<file path="config.mk">
export PLATFORM = sky130hd
export DESIGN_NAME = rsf_reset_flags
export DESIGN_NICKNAME = d
export VERILOG_FILES = /design/src/hw/rsf_pkg.sv /design/src/hw/rsf_reset_flags.sv
export SDC_FILE = /design/constraint.sdc
export NUM_CORES = 1
export LEC_CHECK = 0
export BUFFER_PORTS_ARGS = -buffer_cell sky130_fd_sc_hd__buf_4
export CAP_MARGIN = 30
export CORE_ASPECT_RATIO = 0.9
export CORE_MARGIN = 2
export CORE_UTILIZATION = 45
export CTS_CLUSTER_SIZE = 40
export DETAILED_ROUTE_END_ITERATION = 12
export PLACE_DENSITY = 0.74
export REMOVE_ABC_BUFFERS = 1
export SLEW_MARGIN = 25
export SYNTH_ARGS = -nofsm -noshare
export SYNTH_HDL_FRONTEND = slang
export SYNTH_SLANG_ARGS = --single-unit
</file>
<file path="constraint.sdc">
create_clock -name clk -period 2.15 [get_ports clk]
set_clock_uncertainty 0.1 [all_clocks]
set_input_delay 0 -clock clk [delete_from_list [all_inputs] [get_ports clk]]
set_output_delay 0 -clock clk [all_outputs]
set_load 0.005 [all_outputs]
</file>
<file path="src/hw/rsf_pkg.sv">
package rsf_pkg;

  // Clock and delay timing
  localparam int unsigned CLK_PERIOD_NS  = 100;
  localparam int unsigned RSTD_LONG_NS   = 48_000_000;
  localparam int unsigned RSTD_SHORT_NS  = 16_000_000;
  localparam int unsigned SRESET_NS      = 800;
  localparam int unsigned RSTD_LONG_CYC  = RSTD_LONG_NS / CLK_PERIOD_NS;
  localparam int unsigned RSTD_SHORT_CYC = RSTD_SHORT_NS / CLK_PERIOD_NS;
  localparam int unsigned SRESET_CYC     = (SRESET_NS + CLK_PERIOD_NS - 1) / CLK_PERIOD_NS;

  // Register offsets
  localparam logic [7:0] ADDR_FLAGS  = 8'h00;
  localparam logic [7:0] ADDR_VSEL   = 8'h01;
  localparam logic [7:0] ADDR_RCTRL  = 8'h02;
  localparam logic [7:0] ADDR_STATUS = 8'h03;

  // Flag field positions
  localparam int unsigned FLAG_WIDTH       = 4;
  localparam int unsigned FLAG_WD_CTRL     = 0;
  localparam int unsigned FLAG_BAD_VSEL    = 1;
  localparam int unsigned FLAG_LOW_SUPPLY  = 2;
  localparam int unsigned FLAG_CTRL_VALUE  = 3;
  localparam logic [3:0]  FLAGS_POR        = 4'h0;

  // Status field positions
  localparam int unsigned STATUS_PWRDN_BIT   = 4;
  localparam int unsigned STATUS_EXPIRED_BIT = 5;

  // Voltage select codes
  localparam logic [7:0] VSEL_POR  = 8'h55;
  localparam logic [7:0] VSEL_LVL0 = 8'h55;
  localparam logic [7:0] VSEL_LVL1 = 8'h33;
  localparam logic [7:0] VSEL_LVL2 = 8'h99;
  localparam logic [7:0] VSEL_LVL3 = 8'haa;

  // Reset function control codes
  localparam logic [7:0] RCTRL_POR = 8'h55;
  localparam logic [7:0] RCTRL_IO  = 8'h55;
  localparam logic [7:0] RCTRL_PIN = 8'haa;

  typedef enum logic [2:0] {
    RSF_RUN   = 3'b001,
    RSF_DELAY = 3'b010,
    RSF_HOLD  = 3'b100
  } rsf_state_type;

endpackage : rsf_pkg

</file>
<file path="src/hw/rsf_reset_flags.sv">
`timescale 1ns/100ps

module rsf_reset_flags #(
  parameter int unsigned LONG_HOLD_CYCLES  = rsf_pkg::RSTD_LONG_CYC,
  parameter int unsigned SHORT_HOLD_CYCLES = rsf_pkg::RSTD_SHORT_CYC,
  parameter int unsigned SRESET_CYCLES     = rsf_pkg::SRESET_CYC
) (
  input  wire logic       clk,
  input  wire logic       arst_n,
  input  wire logic       clkEn,
  input  wire logic [7:0] regAddr,
  input  wire logic [7:0] regWrData,
  input  wire logic       regWrite,
  input  wire logic       regRead,
  output logic      [7:0] regRdData,
  input  wire logic       externalResetPin_n,
  input  wire logic       lowSupplyReset,
  input  wire logic       watchdogTimeout,
  input  wire logic       watchdogCtrlFault,
  input  wire logic       idleSleepMode,
  input  wire logic       statusClear,
  output logic            resetPinSelected,
  output logic            fullReset,
  output logic            pcLowClear,
  output logic            stackPtrClear,
  output logic            wdtRestart,
  output logic            watchdogExpiredFlag,
  output logic            powerDownFlag
);

  localparam logic [19:0] LONG_LAST   = 20'(LONG_HOLD_CYCLES - 1);
  localparam logic [19:0] SHORT_LAST  = 20'(SHORT_HOLD_CYCLES - 1);
  localparam logic [19:0] SRESET_LAST = 20'(SRESET_CYCLES - 1);

  function automatic logic rsf_vsel_ok(input logic [7:0] code);
    rsf_vsel_ok = (code == rsf_pkg::VSEL_LVL0) || (code == rsf_pkg::VSEL_LVL1) ||
                  (code == rsf_pkg::VSEL_LVL2) || (code == rsf_pkg::VSEL_LVL3);
  endfunction : rsf_vsel_ok

  function automatic logic rsf_hit(input logic strobe, input logic [7:0] addr,
                                   input logic [7:0] target);
    rsf_hit = strobe && (addr == target);
  endfunction : rsf_hit

  rsf_pkg::rsf_state_type state_q;
  rsf_pkg::rsf_state_type state_d;
  logic [19:0]            cnt_q;
  logic [19:0]            cnt_d;
  logic                   holdLong_q;
  logic                   holdLong_d;
  logic [3:0]             flags_q;
  logic [3:0]             flags_d;
  logic [7:0]             vsel_q;
  logic [7:0]             vsel_d;
  logic [7:0]             rctrl_q;
  logic [7:0]             rctrl_d;
  logic                   expired_q;
  logic                   powerDown_q;
  logic                   warmPulse_q;
  logic                   restart_q;
  logic [7:0]             rdData_q;
  logic [1:0]             pinSync_q;
  logic [1:0]             lowSync_q;

  // Pin and analog inputs cross into clk through two stages
  always_ff @(posedge clk or negedge arst_n) begin
    if (!arst_n) begin
      pinSync_q <= 2'h3;
      lowSync_q <= 2'h0;
    end else if (clkEn) begin
      pinSync_q <= {pinSync_q[0], externalResetPin_n};
      lowSync_q <= {lowSync_q[0], lowSupplyReset};
    end
  end

  wire running      = (state_q == rsf_pkg::RSF_RUN);
  wire holding      = (state_q == rsf_pkg::RSF_HOLD);
  wire vselBad      = !rsf_vsel_ok(vsel_q);
  wire rctrlBad     = (rctrl_q != rsf_pkg::RCTRL_IO) && (rctrl_q != rsf_pkg::RCTRL_PIN);
  wire pinSelected  = (rctrl_q == rsf_pkg::RCTRL_PIN);
  wire pinReset     = pinSelected && !pinSync_q[1];
  // Supply monitor is off in power down, so ignore it there
  wire lowSupplyHit = lowSync_q[1] && !idleSleepMode;
  // Normal timeout is a hard cause
  wire wdtNormal    = watchdogTimeout && !idleSleepMode;
  wire wdtWarm      = watchdogTimeout && idleSleepMode;
  wire hardCause    = lowSupplyHit || pinReset || wdtNormal;
  wire softCause    = vselBad || rctrlBad || watchdogCtrlFault;
  // Pin reset outranks a warm timeout
  wire warmHit      = running && wdtWarm && !pinReset;
  wire wrFlags      = rsf_hit(regWrite, regAddr, rsf_pkg::ADDR_FLAGS);
  wire wrVsel       = rsf_hit(regWrite, regAddr, rsf_pkg::ADDR_VSEL);
  wire wrRctrl      = rsf_hit(regWrite, regAddr, rsf_pkg::ADDR_RCTRL);
  wire enterHold    = (state_d == rsf_pkg::RSF_HOLD) && !holding;
  // Twenty bits cover the long hold count
  wire [19:0] holdLast = holdLong_q ? LONG_LAST : SHORT_LAST;

  // Sequencer: run, software reset delay, reset hold
  always_comb begin
    state_d    = state_q;
    cnt_d      = cnt_q;
    holdLong_d = holdLong_q;
    unique case (state_q)
      rsf_pkg::RSF_RUN: begin
        if (hardCause) begin
          state_d    = rsf_pkg::RSF_HOLD;
          cnt_d      = 20'h0;
          holdLong_d = lowSupplyHit;
        end else if (softCause) begin
          state_d = rsf_pkg::RSF_DELAY;
          cnt_d   = 20'h0;
        end
      end
      rsf_pkg::RSF_DELAY: begin
        if (lowSupplyHit || cnt_q == SRESET_LAST) begin
          state_d    = rsf_pkg::RSF_HOLD;
          cnt_d      = 20'h0;
          holdLong_d = lowSupplyHit;
        end else begin
          cnt_d = cnt_q + 20'h1;
        end
      end
      rsf_pkg::RSF_HOLD: begin
        // A fresh low supply event restarts the long hold
        if (lowSupplyHit) begin
          cnt_d      = 20'h0;
          holdLong_d = 1'b1;
        end else if (cnt_q == holdLast) begin
          state_d = rsf_pkg::RSF_RUN;
        end else begin
          cnt_d = cnt_q + 20'h1;
        end
      end
    endcase
  end

  // Power-on starts in the long hold so every group initialises
  always_ff @(posedge clk or negedge arst_n) begin
    if (!arst_n) begin
      state_q    <= rsf_pkg::RSF_HOLD;
      cnt_q      <= 20'h0;
      holdLong_q <= 1'b1;
    end else if (clkEn) begin
      state_q    <= state_d;
      cnt_q      <= cnt_d;
      holdLong_q <= holdLong_d;
    end
  end

  logic [3:0] flagSet;
  logic [3:0] flagClr;

  assign flagSet[rsf_pkg::FLAG_LOW_SUPPLY] = lowSupplyHit;
  assign flagSet[rsf_pkg::FLAG_BAD_VSEL]   = vselBad;
  assign flagSet[rsf_pkg::FLAG_CTRL_VALUE] = rctrlBad;
  assign flagSet[rsf_pkg::FLAG_WD_CTRL]    = watchdogCtrlFault;
  assign flagClr = wrFlags ? ~regWrData[3:0] : 4'h0;
  assign flags_d = (flags_q & ~flagClr) | flagSet;

  // Only the power-on reset reaches these flops
  always_ff @(posedge clk or negedge arst_n) begin
    if (!arst_n) begin
      flags_q <= rsf_pkg::FLAGS_POR;
    end else if (clkEn) begin
      flags_q <= flags_d;
    end
  end

  // Undefined code reloads its power-on value
  assign vsel_d = vselBad ? rsf_pkg::VSEL_POR : (wrVsel ? regWrData : vsel_q);
  // Control value restored on non-warm resets
  assign rctrl_d = enterHold ? rsf_pkg::RCTRL_POR : (wrRctrl ? regWrData : rctrl_q);

  always_ff @(posedge clk or negedge arst_n) begin
    if (!arst_n) begin
      vsel_q  <= rsf_pkg::VSEL_POR;
      rctrl_q <= rsf_pkg::RCTRL_POR;
    end else if (clkEn) begin
      vsel_q  <= vsel_d;
      rctrl_q <= rctrl_d;
    end
  end

  // Normal timeout sets expired flag only
  wire expiredSet = (running && wdtNormal && !lowSupplyHit && !pinReset) || warmHit;
  wire expired_d  = expiredSet | (expired_q & ~statusClear);
  // Warm timeout also sets power-down flag
  wire powerDown_d = warmHit | (powerDown_q & ~statusClear);

  always_ff @(posedge clk or negedge arst_n) begin
    if (!arst_n) begin
      expired_q   <= 1'b0;
      powerDown_q <= 1'b0;
    end else if (clkEn) begin
      expired_q   <= expired_d;
      powerDown_q <= powerDown_d;
    end
  end

  // Warm timeout pulses only the PC and SP clears
  always_ff @(posedge clk or negedge arst_n) begin
    if (!arst_n) begin
      warmPulse_q <= 1'b0;
      restart_q   <= 1'b0;
    end else if (clkEn) begin
      warmPulse_q <= warmHit;
      restart_q   <= holding && (state_d == rsf_pkg::RSF_RUN);
    end
  end

  wire [7:0] rdMux =
    (regAddr == rsf_pkg::ADDR_FLAGS)  ? {4'h0, flags_q} :
    (regAddr == rsf_pkg::ADDR_VSEL)   ? vsel_q :
    (regAddr == rsf_pkg::ADDR_RCTRL)  ? rctrl_q :
    // Status flags at bits 5 and 4
    (regAddr == rsf_pkg::ADDR_STATUS) ? {2'h0, expired_q, powerDown_q, 4'h0} :
    8'h00;

  always_ff @(posedge clk or negedge arst_n) begin
    if (!arst_n) begin
      rdData_q <= 8'h00;
    end else if (clkEn) begin
      rdData_q <= regRead ? rdMux : 8'h00;
    end
  end

  assign regRdData           = rdData_q;
  assign resetPinSelected    = pinSelected;
  // Hold covers PC, interrupts, timers, ports, stack, pointers
  assign fullReset           = holding;
  // Every reset clears the PC low byte
  assign pcLowClear          = holding || warmPulse_q;
  assign stackPtrClear       = warmPulse_q;
  // Watchdog restarts as the hold ends
  assign wdtRestart          = restart_q;
  assign watchdogExpiredFlag = expired_q;
  assign powerDownFlag       = powerDown_q;
endmodule : rsf_reset_flags

</file>
== Word level (Yosys, flattened, before mapping) ==
Cells that the tools add are included.

* $add $sub $neg: 1
* Multipliers: 0
* Div/mod/pow operators: 0
* Order comparisons: 0
* Equal/unequal tests: 23
* Shift operators: 0
* Multiplexer cells: 27
* Bitwise gates (word level): 9
* Reduce and logical (&&, ||, !) cells: 37

{| class="wikitable"
|+ Operators by type and width
! operator !! count
|-
| 20-bit two-way mux || 5
|-
| 8-bit two-way mux || 8
|-
| 20-bit one-hot mux with 3 select lines || 1
|-
| 8-bit equality test (second input constant) || 3
|-
| 20-bit by 1-bit adder with 20-bit output (second input constant) || 1
|-
| 20-bit by 19-bit equality test with 1-bit output || 1
|-
| 20-bit by 3-bit equality test with 1-bit output (second input constant) || 1
|-
| 19-bit two-way mux || 1
|-
| 8-bit by 2-bit equality test with 1-bit output (second input constant) || 2
|-
| 1-bit logical AND || 15
|-
| 3-bit two-way mux || 5
|-
| 1-bit logical OR || 10
|-
| 3-bit one-hot mux with 3 select lines || 1
|-
| 8-bit by 1-bit equality test with 1-bit output (second input constant) || 1
|-
| 8-bit by 6-bit equality test with 1-bit output (second input constant) || 1
|-
| 8-bit by 7-bit equality test with 1-bit output (second input constant) || 1
|-
| 8-bit logical NOT || 1
|-
| 8-bit by 7-bit != test with 1-bit output (second input constant) || 1
|-
| 8-bit != test (second input constant) || 1
|-
| 4-bit inverter || 2
|-
| 3-bit by 1-bit equality test with 1-bit output (second input constant) || 2
|-
| 3-bit equality test (second input constant) || 2
|-
| 1-bit logical NOT || 6
|-
| 6-bit two-way mux || 1
|-
| other kinds (17) || 24
|}

* Register bits after elaboration: 60
* Latch bits: 0
* RAM bits: 0
* ROM bits: 0
* Input bits: 27
* Output and inout bits: 15
* Logic and storage cells: 110
* Memories kept: 0

== Logic depth before layout (Yosys ltp) ==
* Depth after elaboration: 14
* Mapped depth: 9
* Depth with buffers taken out: 7

== Worst setup path before layout ==
No wires, ideal clock.

* Path type: flip-flop to flip-flop
* Start: register vsel_q[4]
* End: register cnt_q[12]
* Library setup time: 0.128 ns
* Arrival: 2.103 ns
* Data required time: 1.922 ns
* Setup slack: -0.182 ns
* Cell stages (with the launch flop): 9
* Path buffers: 2
* Period minus slack after synthesis: 2.332 ns
* Path through: dfstp_2 -> nor4bb_1 -> o2111ai_1 -> a221o_1 -> o311ai_2 -> nand2b_1 -> buf_4 -> buf_6 -> o31ai_1

* Word-level cells in the longest chain between the ends: 9
* Elaborated cells between the ends (all ways): 12
* Those cells by class: eq/ne (5); reduce/logical (7)

{| class="wikitable"
|+ Ends and longest elaborated chain
! what !! RTL line !! text
|-
| start: declaration || rsf_reset_flags.sv:53 || <nowiki>logic [7:0] vsel_q;</nowiki>
|-
| start signal: assignment || rsf_reset_flags.sv:176 || <nowiki>vsel_q <= rsf_pkg::VSEL_POR;</nowiki>
|-
| start signal: assignment || rsf_reset_flags.sv:179 || <nowiki>vsel_q <= vsel_d;</nowiki>
|-
| 8-bit by 7-bit equality test with 1-bit output or 8-bit by 6-bit equality test with 1-bit output (tied branches) || rsf_reset_flags.sv:36 || <nowiki>rsf_vsel_ok = (code == rsf_pkg::VSEL_LVL0) || (code == rsf_pkg::VSEL_LVL1) ||</nowiki>
|-
| 1-bit logical OR (2 in a row) || rsf_reset_flags.sv:36 ||
|-
| 1-bit logical OR * || rsf_reset_flags.sv:37 || <nowiki>(code == rsf_pkg::VSEL_LVL2) || (code == rsf_pkg::VSEL_LVL3);</nowiki>
|-
| 1-bit logical NOT * || rsf_reset_flags.sv:78 || <nowiki>wire vselBad = !rsf_vsel_ok(vsel_q);</nowiki>
|-
| 1-bit logical OR * (2 in a row) || rsf_reset_flags.sv:88 || <nowiki>wire softCause = vselBad || rctrlBad || watchdogCtrlFault;</nowiki>
|-
| 3-bit by 1-bit != test with 1-bit output (no line) * || - ||
|-
| 3-bit AND reduction (no line) * || - ||
|-
| end signal: assignment || rsf_reset_flags.sv:145 || <nowiki>cnt_q <= cnt_d;</nowiki>
|-
| end: declaration || rsf_reset_flags.sv:47 || <nowiki>logic [19:0] cnt_q;</nowiki>
|}

Mark *: on every way between the ends. The rest lies on a longest branch, timed or not.
A chain may end at the register's enable or synchronous reset.

== Worst setup path in the final report ==
* Start: register vsel_q[2]
* End: register cnt_q[4]

Same word-level chain as after synthesis.

==> impl_metrics.yaml <==
critical_path:
  r2r_end: "cnt_q[4]$_DFFE_PN0P_"
  cp-start-kind: "flop"
  critPathKind: "flop to flop"
  reg2regPathDepth: 8
  worstPathRequired_ps: 2300
  endpoint_kind: "flop"
  r2r_slack_ps: -170
  arrival_ps: 2470
  path_max_fanout: 4
  r2r_start: "vsel_q[2]$_DFFE_PN1P_"
power:
  sequentialPowerShare: 0.350
  comb_power_share: 0.398
  p_sw_mw: 1.382
  power_leakage_nw: 2.024
  internal_power_mw: 2.534
  clkPwrFrac: 0.252
  p_sw_frac: 0.3529
  peakVddDrop_uv: 595.7
  cellPowerDensity_nw_per_um2: 831.9
drt:
  drtAntennaViolNets: 0
  avgViaCountPerCell: 5.924
  wl_um: 10080
  wl_per_cell_um: 17.90
  dr.pass1.iters: 4
  drtIter0Drc: 237
  vias: 3335
  route.detailed.drc: 0
floorplanning:
  fp.dieH_um: 85.83
  io_pins: 42
  die_x_um: 94.93
  dieArea_um2: 8147
  start_util: 0.4684
  row_count: 29
  core_um2: 7148
logic_synthesis:
  netlist.area_leader.share: 0.3587
  synth.distinct_cells: 58
  yosysTopAreaCell: "dfrtp_1"
  synth_area_um2: 3348
  ys_ff_latch: 60
  synth_cells: 357
  synth_edf_count: 0
  yosysMostFrequentCell: "dfrtp_1"
  synthArstFlopShare: 1.000
  synth_area_leaders: "dfrtp_1 (36%), dfstp_2 (9.4%), o21ai_0 (5.4%)"
  synth_ff_type: "dfrtp_1"
  syn_avg_cell_area_um2: 9.379
  ys_warn_count: 0
  netlist_top_cells_count: "dfrtp_1 (48), nand2_1 (37), o21ai_0 (36)"
  synth-seq-area-share: 0.4529
placed_design:
  portBuffers: 41
  post-place-ws_ps: -244.9
  place_hpwl_um: 6928
  place.gp.congestion: 0.9413
clocking:
  clkTransAtPathRegs_ps: 70
  cts_buffer_depth: 2
  clock-root-buffer: "clkbuf_8"
  cts_made_buffers: 9
  clock_latency_ps: 350
  cts_max_level: 3
  cts_tree: "built"
  cts_sinks: 60
timing:
  maxSlewViolCount: 0
  max_slew_margin: 0.4999
  finalHoldViolCount: 0
  rsz0062_at_grt: "yes"
  fin_crit_sh: 1.079
  setup_viol: 29
  fmaxAchievable_ghz: 0.4310
  fin_ws_ps: -170.5
  tns_ps: -3788
  period_minus_slack_ps: 2320
  tightest_slew_ps: 750.2
  hold-worst-slack_ps: 82.97
final_layout:
  syn_to_final_growth_pct: 40.58
  antenna_cells: 0
  post_route_cells_drive_above_1_share: 0.3596
  fin_nets: 494
min_path:
  hold_path_class: "input pin to flop"
  hold_depth: 4
  hold_start: "regRead"
  hold_path_end: "regRdData[1]$_DFFE_PN0P_"
grt:
  use_met2: 0.3656
  gr-usage-met1: 0.3761
  grt_use_total: 0.2537
  grt_max_degree: 61
  grt_pass1_vias: 3136
  overflow: 0
  grt.busiest_layer: "met1"
  antenna_found_initial: 0
  met3_usage: 0.05097
  grt_pass1_wl_um: 15800
outcome:
  outcome: "finished with violations"
  failed_checks: "setup timing"
run:
  maxCapViolCount: 0
[area by class of cell]
class | count | area [um2]
fill | 565 | 2441
multi-input combinational | 264 | 1881
sequential | 60 | 1518
timing repair buffer | 114 | 948.4
clock buffer | 11 | 131.4
tap | 93 | 116.4
inverter | 16 | 60.06
clock inverter | 5 | 52.55
[critical path, stage by stage, from the launching register on]
cell	delay (ps)
dfstp_2	550
and4bb_2	240
o2111ai_2	170
a221o_1	410
o311ai_2	240
buf_4	210
buf_4	130
o21ai_0	80
o31ai_1	80
[power by group through the flow]
stage	registers, mW	clock network (mW)	logic [mW]
after floorplan	1.37	0	0.622
after global placement	1.37	0	1.21
after CTS	1.36	0.994	1.33
final	1.37	0.987	1.56
after global routing	1.38	1.05	1.68
after detailed placement	1.38	0	1.25
[layer usage]
metal / vias up / wire length, um / part of all wire
met5: - / 0 / 0
met1: 1631 / 4660 / 0.46
met4: 0 / 189 / 0.019
met2: 135 / 4567 / 0.45
li1: 1551 / - / -
met3: 18 / 662 / 0.066
[cells by family after synthesis]
family	Yosys count	share of synthesized area
AOI/OAI and AO/OA	118	0.2306
muxes	18	0.05605
DFF	60	0.4529
xor gates and xnor gates	1	0.002616
and+or+nand+nor	125	0.2081
adders and majority gates	2	0.007473
buffers and inverters	33	0.04223
[flip-flops by register name, indices dropped and copies added (netlist names)]
signal               cells
stackPtrClear            1
wdtRestart               1
vsel_q                   8
regRdData                8
flags_q                  4
state_q                  3
watchdogExpiredFlag      1
lowSync_q                2
pinSync_q                2
rctrl_q                  8
cnt_q                   20
powerDownFlag            1
holdLong_q               1
[placed cells by master, fill, tap and decap left out, types with 3 or more instances in the layout]
master | Yosys | final
nand3_1 | 10 | 10
a21boi_0 | 5 | 5
mux2_2 | 6 | 6
or3_1 | 4 | 3
buf_12 | 0 | 3
o21ai_0 | 36 | 17
o21ai_2 | 0 | 11
o2111ai_1 | 6 | 4
o21ai_1 | 8 | 14
o41ai_2 | 0 | 3
a21oi_2 | 0 | 5
a22oi_1 | 4 | 4
nor2_1 | 15 | 15
a21oi_1 | 19 | 14
nand2b_1 | 8 | 8
clkbuf_8 | 0 | 9
and4bb_2 | 3 | 3
o31ai_1 | 10 | 9
nand4_1 | 7 | 7
dfstp_2 | 12 | 12
buf_4 | 1 | 89
a32oi_1 | 4 | 4
nand2_1 | 37 | 34
a22o_1 | 5 | 5
dfrtp_1 | 48 | 47
and2_1 | 4 | 4
o22ai_1 | 5 | 5
and4_1 | 3 | 3
clkinv_2 | 0 | 3
and3_1 | 4 | 4
nor3_1 | 5 | 5
dlygate4sd3_1 | 0 | 19
nor2b_1 | 8 | 8
mux2i_1 | 12 | 12
inv_1 | 16 | 16
[how the worst max path moves through the flow]
stage                                  endpoint  depth (start not counted)                   from
final                      cnt_q[4]$_DFFE_PN0P_                          8  vsel_q[2]$_DFFE_PN1P_
after global routing       cnt_q[4]$_DFFE_PN0P_                          8  vsel_q[6]$_DFFE_PN1P_
after CTS                  cnt_q[4]$_DFFE_PN0P_                          8  vsel_q[0]$_DFFE_PN1P_
after detailed placement  cnt_q[10]$_DFFE_PN0P_                          7   cnt_q[9]$_DFFE_PN0P_
after global placement    cnt_q[10]$_DFFE_PN0P_                          7  cnt_q[16]$_DFFE_PN0P_
after floorplan            cnt_q[5]$_DFFE_PN0P_                          6  vsel_q[4]$_DFFE_PN1P_
[metrics by stage]
stage               instances  power, mW  cell area (um2)  utilization
floorplan                 340      1.991             3267            -
global placement          526      2.573             4119       0.5762
detailed placement        526      2.622             4119       0.5762
CTS                       562      3.680             4531       0.6338
global route              563      4.103             4707       0.6585
finish                    563      3.916             4707       0.6585
[repair_timing]
item | in CTS | in global routing
cloned | 0 | 1
resized for setup | 25 | 38
hold buffers | 19 | 0
setup endpoints to repair | 30 | 31
pin swaps | 5 | 15
buffers inserted | 1 | 2
endpoints found under the hold margin | 83 | 0
Power figures use the tool's default switching activity.
